File: config.mk
export PLATFORM = sky130hd
export DESIGN_NAME = tsl_steering_latch
export DESIGN_NICKNAME = d
export VERILOG_FILES = /design/src/include/tsl_pkg.sv /design/src/hdl/tsl_steering_latch.sv
export VERILOG_INCLUDE_DIRS = /design/src /design/src/include
export SDC_FILE = /design/constraint.sdc
export NUM_CORES = 1
export LEC_CHECK = 0
export ABC_AREA = 1
export BUFFER_PORTS_ARGS = -buffer_cell sky130_fd_sc_hd__buf_4
export CAP_MARGIN = 25
export CORE_ASPECT_RATIO = 0.9
export CORE_MARGIN = 2
export CORE_UTILIZATION = 57
export CTS_CLUSTER_SIZE = 10
export DETAILED_ROUTE_END_ITERATION = 6
export PLACE_DENSITY = 0.76
export SLEW_MARGIN = 20
export SYNTH_ARGS = -nofsm -noshare
export SYNTH_HDL_FRONTEND = slang
export SYNTH_SLANG_ARGS = --single-unit
File: constraint.sdc
create_clock -name clock_in -period 5.7 [get_ports clock_in]
set_clock_uncertainty 0.1 [all_clocks]
set_input_delay 0 -clock clock_in [delete_from_list [all_inputs] [get_ports clock_in]]
set_output_delay 0 -clock clock_in [all_outputs]
set_load 0.02 [all_outputs]
File: src/include/tsl_consts.svh
`ifndef TSL_CONSTS_SVH
`define TSL_CONSTS_SVH

// Clock
`define TSL_CLK_NS 20

// Detection and power-up times
`define TSL_DET_MIN_MS 5
`define TSL_DET_MAX_MS 14
`define TSL_ABS_MIN_US 500
`define TSL_ABS_MAX_US 8500
`define TSL_PWRUP_MS 30
`define TSL_TICK_US 100

// Derived cycle counts, least times rounded up
`define TSL_DET_CYC ((`TSL_DET_MIN_MS * 1000000 + `TSL_CLK_NS - 1) / `TSL_CLK_NS)
`define TSL_ABS_CYC ((`TSL_ABS_MIN_US * 1000 + `TSL_CLK_NS - 1) / `TSL_CLK_NS)
`define TSL_PWRUP_CYC ((`TSL_PWRUP_MS * 1000000 + `TSL_CLK_NS - 1) / `TSL_CLK_NS)
`define TSL_TICK_CYC ((`TSL_TICK_US * 1000 + `TSL_CLK_NS - 1) / `TSL_CLK_NS)

// Register offsets
`define TSL_REG_CTRL 8'h00
`define TSL_REG_PGUARD 8'h04
`define TSL_REG_AGUARD 8'h08
`define TSL_REG_STATUS 8'h0C
`define TSL_REG_MASK 8'h10
`define TSL_REG_STATE 8'h14

// Reset values, guard counts in 0.1 ms ticks
`define TSL_CTRL_RST 16'h0000
`define TSL_PGUARD_RST 16'h00FA
`define TSL_AGUARD_RST 16'h0096
`define TSL_MASK_RST 4'h0

// Field positions
`define TSL_CTRL_EXT 0
`define TSL_ST_LATCH 0
`define TSL_ST_END 1
`define TSL_ST_EARLY 2
`define TSL_ST_REJECT 3

`endif

File: src/include/tsl_pkg.sv
package tsl_pkg;
  typedef enum logic [4:0] {
    ST_IDLE = 5'h01,
    ST_PGUARD = 5'h02,
    ST_LOAD = 5'h04,
    ST_VALID = 5'h08,
    ST_AGUARD = 5'h10
  } tsl_state_e;
endpackage
File: src/hdl/tsl_steering_latch.sv
`timescale 1ns/1ps
`include "tsl_consts.svh"
// Function
// - Tone pair recognised no sooner than 5 ms, no later than 14 ms.
// - Tone loss recognised no sooner than 0.5 ms, no later than 8.5 ms.
// - Early flag rises on tone detection, before any guard qualification.
// - Guard times adjustable; defaults accept 40 ms, reject under 20 ms.
// - Tone ending inside present guard leaves code and valid flag alone.
// - Tone lasting the full present guard is latched onto the code outputs.
// - Digit shown as a 4-bit parallel code.
// - After absent guard expires, code holds until the next qualified tone.
// - Valid flag rises after present guard, falls after absent guard.
// - Dropout shorter than absent guard keeps digit and flag latched.
// - Dropout limit is a guard setting; 20 ms gaps end the tone.
// - Output enable low floats the four code lines.
// - Digits latch internally even while code outputs are disabled.
// - Code updates before the valid flag rises.
// - Guard pin is driven out and its returned level judges qualification.
// - After power-down release with tone, early flag rises after 30 ms.
module tsl_steering_latch #(
  parameter int DET_CYC = `TSL_DET_CYC,
  parameter int ABS_CYC = `TSL_ABS_CYC,
  parameter int PWRUP_CYC = `TSL_PWRUP_CYC,
  parameter int TICK_CYC = `TSL_TICK_CYC
) (
  // Clock and reset
  input wire logic clock_in,
  input wire logic rst_in,
  // Tone detector side
  input wire logic tone_detect_in,
  input wire logic [3:0] tone_code_in,
  input wire logic power_down_in,
  // Guard pin
  input wire logic steer_guard_in,
  output logic steer_guard_out,
  output logic steer_guard_oe_out,
  // Host side
  input wire logic code_output_enable_in,
  output logic early_tone_flag_out,
  output logic digit_valid_flag_out,
  output logic [3:0] digit_code_bus_out,
  output logic digit_code_oe_out,
  // Register port
  input wire logic [7:0] reg_addr_in,
  input wire logic [15:0] reg_wdata_in,
  input wire logic reg_wr_in,
  input wire logic reg_rd_in,
  output logic [15:0] reg_rdata_out,
  output logic irq_out
);

  // Synchronisers: first stage feeds only the second
  logic [7:0] sync1_r;
  logic [7:0] sync2_r;
  wire logic [7:0] pins_raw = {code_output_enable_in, steer_guard_in, power_down_in,
                               tone_code_in, tone_detect_in};
  always_ff @(posedge clock_in or posedge rst_in) begin
    if (rst_in) begin
      sync1_r <= 8'h00;
      sync2_r <= 8'h00;
    end else begin
      sync1_r <= pins_raw;
      sync2_r <= sync1_r;
    end
  end
  wire logic tone_s = sync2_r[0];
  wire logic [3:0] code_s = sync2_r[4:1];
  wire logic pd_s = sync2_r[5];
  wire logic pin_s = sync2_r[6];
  wire logic toe_s = sync2_r[7];

  // Registers
  logic [15:0] ctrl_r;
  logic [15:0] pguard_r;
  logic [15:0] aguard_r;
  logic [3:0] status_r;
  logic [3:0] mask_r;
  logic [15:0] rdata_r;
  logic irq_r;

  // Timing state
  logic [12:0] tick_cnt_r;
  logic tick_r;
  logic [20:0] pu_cnt_r;
  logic ready_r;
  logic [20:0] det_cnt_r;
  logic est_r;
  logic [15:0] gcnt_r;
  tsl_pkg::tsl_state_e state_r;
  tsl_pkg::tsl_state_e state_nxt;
  logic [3:0] code_r;
  logic valid_r;
  logic drv_r;
  logic drv_oe_r;
  logic code_oe_r;

  // Address decode
  wire logic sel_ctrl = reg_addr_in == `TSL_REG_CTRL;
  wire logic sel_pguard = reg_addr_in == `TSL_REG_PGUARD;
  wire logic sel_aguard = reg_addr_in == `TSL_REG_AGUARD;
  wire logic sel_status = reg_addr_in == `TSL_REG_STATUS;
  wire logic sel_mask = reg_addr_in == `TSL_REG_MASK;
  wire logic sel_state = reg_addr_in == `TSL_REG_STATE;
  wire logic ext_mode = ctrl_r[`TSL_CTRL_EXT];

  // Slow tick for guard counters, so 16-bit guards reach seconds
  wire logic tick_wrap = tick_cnt_r == 13'(TICK_CYC - 1);
  always_ff @(posedge clock_in or posedge rst_in) begin
    if (rst_in) begin
      tick_cnt_r <= 13'h0000;
      tick_r <= 1'b0;
    end else begin
      tick_cnt_r <= tick_wrap ? 13'h0000 : tick_cnt_r + 13'h0001;
      tick_r <= tick_wrap;
    end
  end

  // Power-up timer restarts on every power-down
  wire logic pu_done = pu_cnt_r == 21'(PWRUP_CYC - 1);
  always_ff @(posedge clock_in or posedge rst_in) begin
    if (rst_in) begin
      pu_cnt_r <= 21'h000000;
      ready_r <= 1'b0;
    end else if (pd_s) begin
      pu_cnt_r <= 21'h000000;
      ready_r <= 1'b0;
    end else if (!ready_r) begin
      pu_cnt_r <= pu_cnt_r + 21'h000001;
      ready_r <= pu_done;
    end
  end

  // Presence and absence detection; detector runs during power-up so
  // a tone already present is flagged as soon as power-up ends
  wire logic det_diff = tone_s != est_r;
  wire logic det_full = est_r ? (det_cnt_r >= 21'(ABS_CYC - 1)) : (det_cnt_r >= 21'(DET_CYC - 1));
  wire logic est_rise = !est_r && det_diff && det_full && ready_r;
  wire logic est_fall = est_r && det_diff && det_full;
  always_ff @(posedge clock_in or posedge rst_in) begin
    if (rst_in) begin
      det_cnt_r <= 21'h000000;
      est_r <= 1'b0;
    end else if (pd_s) begin
      det_cnt_r <= 21'h000000;
      est_r <= 1'b0;
    end else if (!det_diff || est_rise || est_fall) begin
      det_cnt_r <= 21'h000000;
      est_r <= est_rise ? 1'b1 : (est_fall ? 1'b0 : est_r);
    end else if (!det_full) begin
      det_cnt_r <= det_cnt_r + 21'h000001;
    end
  end

  // Qualification source: returned pin level in external mode
  wire logic qual = ext_mode ? pin_s : est_r;
  wire logic pg_done = gcnt_r >= pguard_r;
  wire logic ag_done = gcnt_r >= aguard_r;

  // Steering state machine
  always_comb begin
    state_nxt = state_r;
    case (state_r)
      tsl_pkg::ST_IDLE: begin
        if (qual) begin
          state_nxt = tsl_pkg::ST_PGUARD;
        end
      end
      tsl_pkg::ST_PGUARD: begin
        if (!qual) begin
          state_nxt = tsl_pkg::ST_IDLE;
        end else if (pg_done) begin
          state_nxt = tsl_pkg::ST_LOAD;
        end
      end
      tsl_pkg::ST_LOAD: begin
        state_nxt = tsl_pkg::ST_VALID;
      end
      tsl_pkg::ST_VALID: begin
        if (!qual) begin
          state_nxt = tsl_pkg::ST_AGUARD;
        end
      end
      tsl_pkg::ST_AGUARD: begin
        if (qual) begin
          state_nxt = tsl_pkg::ST_VALID;
        end else if (ag_done) begin
          state_nxt = tsl_pkg::ST_IDLE;
        end
      end
      default: begin
        state_nxt = tsl_pkg::ST_IDLE;
      end
    endcase
  end

  wire logic st_change = state_nxt != state_r;
  wire logic do_latch = state_r == tsl_pkg::ST_PGUARD && state_nxt == tsl_pkg::ST_LOAD;
  wire logic valid_nxt = state_nxt == tsl_pkg::ST_VALID || state_nxt == tsl_pkg::ST_AGUARD;

  always_ff @(posedge clock_in or posedge rst_in) begin
    if (rst_in) begin
      state_r <= tsl_pkg::ST_IDLE;
      gcnt_r <= 16'h0000;
    end else begin
      state_r <= state_nxt;
      gcnt_r <= st_change ? 16'h0000 : (tick_r && gcnt_r != 16'hFFFF ? gcnt_r + 16'h0001 : gcnt_r);
    end
  end

  // Code latch is independent of the output enable
  always_ff @(posedge clock_in or posedge rst_in) begin
    if (rst_in) begin
      code_r <= 4'h0;
      valid_r <= 1'b0;
    end else begin
      if (do_latch) begin
        code_r <= code_s;
      end
      valid_r <= valid_nxt;
    end
  end

  // Pin drivers
  always_ff @(posedge clock_in or posedge rst_in) begin
    if (rst_in) begin
      drv_r <= 1'b0;
      drv_oe_r <= 1'b0;
      code_oe_r <= 1'b0;
    end else begin
      drv_r <= est_r;
      drv_oe_r <= ext_mode;
      code_oe_r <= toe_s;
    end
  end

  // Interrupt status: set wins over write-one-to-clear
  wire logic [3:0] ev_set = {state_r == tsl_pkg::ST_PGUARD && state_nxt == tsl_pkg::ST_IDLE,
                             est_rise,
                             state_r == tsl_pkg::ST_AGUARD && state_nxt == tsl_pkg::ST_IDLE,
                             do_latch};
  wire logic [3:0] st_clr = (reg_wr_in && sel_status) ? reg_wdata_in[3:0] : 4'h0;
  wire logic [3:0] status_nxt = (status_r & ~st_clr) | ev_set;

  always_ff @(posedge clock_in or posedge rst_in) begin
    if (rst_in) begin
      ctrl_r <= `TSL_CTRL_RST;
      pguard_r <= `TSL_PGUARD_RST;
      aguard_r <= `TSL_AGUARD_RST;
      mask_r <= `TSL_MASK_RST;
    end else if (reg_wr_in) begin
      if (sel_ctrl) begin
        ctrl_r <= {15'h0000, reg_wdata_in[`TSL_CTRL_EXT]};
      end
      if (sel_pguard) begin
        pguard_r <= reg_wdata_in;
      end
      if (sel_aguard) begin
        aguard_r <= reg_wdata_in;
      end
      if (sel_mask) begin
        mask_r <= reg_wdata_in[3:0];
      end
    end
  end

  always_ff @(posedge clock_in or posedge rst_in) begin
    if (rst_in) begin
      status_r <= 4'h0;
      irq_r <= 1'b0;
    end else begin
      status_r <= status_nxt;
      irq_r <= |(status_nxt & mask_r);
    end
  end

  // Read mux; unmapped addresses read zero
  wire logic [15:0] state_word = {3'h0, state_r, ready_r, est_r, valid_r, toe_s, code_r};
  wire logic [15:0] rd_mux = sel_ctrl ? ctrl_r :
                             sel_pguard ? pguard_r :
                             sel_aguard ? aguard_r :
                             sel_status ? {12'h000, status_r} :
                             sel_mask ? {12'h000, mask_r} :
                             sel_state ? state_word : 16'h0000;
  always_ff @(posedge clock_in or posedge rst_in) begin
    if (rst_in) begin
      rdata_r <= 16'h0000;
    end else begin
      rdata_r <= reg_rd_in ? rd_mux : 16'h0000;
    end
  end

  assign early_tone_flag_out = est_r;
  assign digit_valid_flag_out = valid_r;
  assign digit_code_bus_out = code_r;
  assign digit_code_oe_out = code_oe_r;
  assign steer_guard_out = drv_r;
  assign steer_guard_oe_out = drv_oe_r;
  assign reg_rdata_out = rdata_r;
  assign irq_out = irq_r;

  // Checks
  property p_code_before_flag;
    @(posedge clock_in) disable iff (rst_in)
      $rose(valid_r) |-> $past(state_r) == tsl_pkg::ST_LOAD && $stable(code_r);
  endproperty
  a_code_before_flag: assert property (p_code_before_flag) else $error("valid rose without prior code load");

  property p_short_tone;
    @(posedge clock_in) disable iff (rst_in)
      (state_r == tsl_pkg::ST_PGUARD && !qual) |=> state_r == tsl_pkg::ST_IDLE && $stable(code_r) && !valid_r;
  endproperty
  a_short_tone: assert property (p_short_tone) else $error("short tone changed outputs");

  property p_latch;
    @(posedge clock_in) disable iff (rst_in)
      do_latch |=> code_r == $past(code_s) ##1 valid_r;
  endproperty
  a_latch: assert property (p_latch) else $error("qualified code not latched");

  property p_hold;
    @(posedge clock_in) disable iff (rst_in)
      (state_r == tsl_pkg::ST_IDLE || state_r == tsl_pkg::ST_AGUARD) |=> $stable(code_r);
  endproperty
  a_hold: assert property (p_hold) else $error("code changed without qualification");

  property p_dropout;
    @(posedge clock_in) disable iff (rst_in)
      (state_r == tsl_pkg::ST_AGUARD && qual) |=> state_r == tsl_pkg::ST_VALID && valid_r && $stable(code_r);
  endproperty
  a_dropout: assert property (p_dropout) else $error("dropout ended the digit");

  property p_flag_fall;
    @(posedge clock_in) disable iff (rst_in)
      $fell(valid_r) |-> $past(state_r) == tsl_pkg::ST_AGUARD && $past(ag_done) && !$past(qual);
  endproperty
  a_flag_fall: assert property (p_flag_fall) else $error("valid fell before absent guard");

  property p_enable;
    @(posedge clock_in) disable iff (rst_in)
      !toe_s |=> !digit_code_oe_out;
  endproperty
  a_enable: assert property (p_enable) else $error("outputs driven while disabled");

  // Latch must not depend on the enable, or a re-enabled bus shows a stale digit
  property p_hidden_latch;
    @(posedge clock_in) disable iff (rst_in)
      (!code_oe_r && do_latch) |=> code_r == $past(code_s);
  endproperty
  a_hidden_latch: assert property (p_hidden_latch) else $error("digit not latched while disabled");

  property p_early_rise;
    @(posedge clock_in) disable iff (rst_in)
      $rose(est_r) |-> $past(tone_s) && $past(det_cnt_r) >= 21'(DET_CYC - 1) && $past(ready_r);
  endproperty
  a_early_rise: assert property (p_early_rise) else $error("early flag rose too soon");

  property p_early_fall;
    @(posedge clock_in) disable iff (rst_in)
      ($fell(est_r) && !$past(pd_s)) |-> !$past(tone_s) && $past(det_cnt_r) >= 21'(ABS_CYC - 1);
  endproperty
  a_early_fall: assert property (p_early_fall) else $error("early flag fell too soon");

  property p_powerdown;
    @(posedge clock_in) disable iff (rst_in)
      pd_s |=> !est_r && !ready_r;
  endproperty
  a_powerdown: assert property (p_powerdown) else $error("early flag during power-down");

  property p_guard_drive;
    @(posedge clock_in) disable iff (rst_in)
      ext_mode |=> steer_guard_oe_out && steer_guard_out == $past(est_r);
  endproperty
  a_guard_drive: assert property (p_guard_drive) else $error("guard pin not driven with early flag");

  property p_set_wins;
    @(posedge clock_in) disable iff (rst_in)
      ev_set[0] |=> status_r[0];
  endproperty
  a_set_wins: assert property (p_set_wins) else $error("latch event lost in status");

  // One cycle of lag after a mask write is accepted
  property p_irq_level;
    @(posedge clock_in) disable iff (rst_in)
      $stable(mask_r) |-> irq_out == |(status_r & mask_r);
  endproperty
  a_irq_level: assert property (p_irq_level) else $error("interrupt level wrong");

endmodule

==> reports/results.ini <==
[routing]
first_iter_violations=648
wl_um=19500
vias=7208
vias_per_cell=5.27
dr.pass1.iters=5
detail-route-antenna-nets=0
drcViolationCount=0
wl_per_cell_um=14.2

[power_and_ir_drop]
power_uw=2550
powerDensity_mw_per_mm2=256
ir_worst_vdd_v=0.000230
power_leakage_uw=0.00487

[critical_path]
r2r_slack_ps=2790
critPathRequiredTime_ps=5950
crit_fanout=16
worstReg2RegEnd=gcnt_r[15]$_DFFE_PP0P_
end_kind=register
cp.arrival_ps=3150
path_class=register to register
start_kind=register
setup.worst_path.start=gcnt_r[13]$_DFFE_PP0P_
r2r_cells=12
worstReg2RegStart=gcnt_r[13]$_DFFE_PP0P_

[clock_tree]
clk_latency_ps=430
cts_buffer_depth=2
tritoncts=done
root_buffer=clkbuf_16
clkTransAtPathRegs_ps=70
cts_sinks=161
cts-htree-levels=4
post_cts_resized=0
cts_made_buffers=17

[die]
fp-row-count=42
dieArea_mm2=0.0158
die_x_um=132
fp.dieH_um=119
io_pins=62
start_util_pct=57.7
core-area_mm2=0.0146

[outcome]
status=finished clean

[worst_hold_path]
hold_start=reg_addr_in[2]
hp-class=input port to register
holdPathEnd=reg_rdata_out[0]$_DFF_PP0_
hold_depth=6

[global_route]
grt_pass1_vias=6741
gr-usage-all-layers_pct=26.1
antenna_found_initial=0
grt_pass1_wl_um=32600
grt-ovfl-total=0
grt_max_degree=106

[sta]
max-slew-margin-rel_pct=38.1
post-route-period-util_pct=51.0
finalSetupViolCount=0
finalHoldViolations=0
slew_viol_final=0
worst_pin_slew_ps=926
fin_crit_ps=2910
setup_tns_ps=0
max_freq_mhz=344
rsz0062_at_grt=no
whs_ps=91.8

[synth]
yosys_warnings=0
synthCells=1062
syn-cell-area_mm2=0.00843
synth_top_cell_by_area=dfrtp_1
syn_nets=1136
ys_seq_area_share_pct=47.9
avgSynthCellArea_um2=7.94
synth-seq-cells=161
synth_cell_types=45
synth_top_area_share_pct=44.5
ys_top_cells_by_area=dfrtp_1, nand2_1, inv_1, ha_1, nand3_1

[cells_and_area]
diodes=0
layout-drive-gt1-share_pct=11.0
stdcell_count=1368
area.growth.synth_to_final_pct=18.3
finalNetCount=1231
final_util_pct=68.3
nFillCells=1172

[placement]
dp.cells=1304
place_congestion=0.919
numPortBuffers=61
hpwl_um=13400

[flow_run]
maxCapViolCount=0

## routing by layer
metal  routed length (um)  vias to the layer above  track usage [%]
met3                 1030                       28             5.62
met5                    0                        -                0
li1                     -                     3618                -
met2                 8610                      214             39.1
met1                 9540                     3348             38.2
met4                  271                        0             8.20
## stage by stage
step | setup WS, ps | area, um2
after floorplan | 1270 | 8430
after global placement | 2960 | 9070
after detailed placement | 2860 | 9070
after CTS | 2850 | 9910
after global routing | 2600 | 9970
final | 2790 | 9970
## final cells by class
cell class                 count  area, um2  area share, %
clock buffer                  19        433           4.34
tap                          198        248           2.48
sequential                   161       4040           40.5
timing repair buffer          94        813           8.15
inverter                     184        698           7.00
clock inverter                13        126           1.27
multi-input combinational    699       3610           36.2
## worst max-delay path, stage by stage (launching register included)
cell and delay, ps:
dfrtp_1 460, ha_1 330, nand2_1 70, inv_1 40, o21bai_1 150, nand2_1 110, a21oi_1 210, nand3_1 150
nand2_1 210, nand3_1 110, a21oi_1 200, nand3_2 450, nor2_1 230
## layout by cell type, fill, tap and decap left out, types with 28 or more instances in the layout
master / n
a21oi_1: 42
buf_4: 62
dfrtp_1: 150
dlygate4sd3_1: 29
ha_1: 38
inv_1: 180
nand2_1: 247
nand3_1: 70
nor2_1: 92
nor3_1: 28
o21ai_0: 70
## cell usage after synthesis (all sizes together)
| cell type | number |
|---|---|
| a211oi | 2 |
| a21o | 2 |
| a21oi | 43 |
| a221oi | 6 |
| a31oi | 3 |
| and2 | 1 |
| and3 | 1 |
| buf | 8 |
| clkbuf | 10 |
| clkinv | 1 |
| dfrtp | 150 |
| dfstp | 11 |
| ha | 38 |
| inv | 183 |
| mux2i | 1 |
| nand2 | 247 |
| nand3 | 72 |
| nand3b | 2 |
| nand4 | 24 |
| nor2 | 104 |
| nor2b | 1 |
| nor3 | 30 |
| nor3b | 1 |
| nor4 | 10 |
| o211ai | 4 |
| o21a | 4 |
| o21ai | 72 |
| o21bai | 2 |
| o221ai | 2 |
| o22ai | 5 |
| o31ai | 2 |
| or2 | 3 |
| xnor2 | 2 |
| xor2 | 15 |
## how the worst max path moves through the flow
stage	endpoint	slack, ps	cells past startpoint
final	gcnt_r[15]$_DFFE_PP0P_	2790	12
after global routing	gcnt_r[14]$_DFFE_PP0P_	2600	13
after CTS	gcnt_r[14]$_DFFE_PP0P_	2850	12
after detailed placement	gcnt_r[14]$_DFFE_PP0P_	2860	12
after global placement	pguard_r[5]$_DFFE_PP1P_	2960	7
after floorplan	aguard_r[0]$_DFFE_PP0P_	1270	1
## kinds of logic after synthesis
family / share of synthesized area, %
and+or+nand+nor: 25.6
buffers and inverters: 9.21
DFF: 47.9
AOI/OAI and AO/OA: 9.76
adders and majority gates: 5.64
xor gates and xnor gates: 1.77
muxes: 0.119
## sequential cells by signal (all words and copies together), names as in the netlist
signal / flops
tick_r: 1
digit_valid_flag_out: 1
steer_guard_oe_out: 1
sync2_r: 8
pguard_r: 16
ctrl_r: 1
mask_r: 4
ready_r: 1
state_r: 5
pu_cnt_r: 21
aguard_r: 16
early_tone_flag_out: 1
status_r: 4
digit_code_bus_out: 4
gcnt_r: 16
sync1_r: 8
det_cnt_r: 21
steer_guard_out: 1
reg_rdata_out: 16
digit_code_oe_out: 1
tick_cnt_r: 13
irq_out: 1
## where the power goes
group | internal [uW] | switching, uW
Sequential | 1180 | 25.5
Combinational | 85.6 | 159
Clock | 608 | 491
Total | 1870 | 675
## timing repair
item	CTS	global route
buffers inserted	0	0
hold buffers	28	1
hold endpoints to repair	158	23
Power figures use the tool's default switching activity.
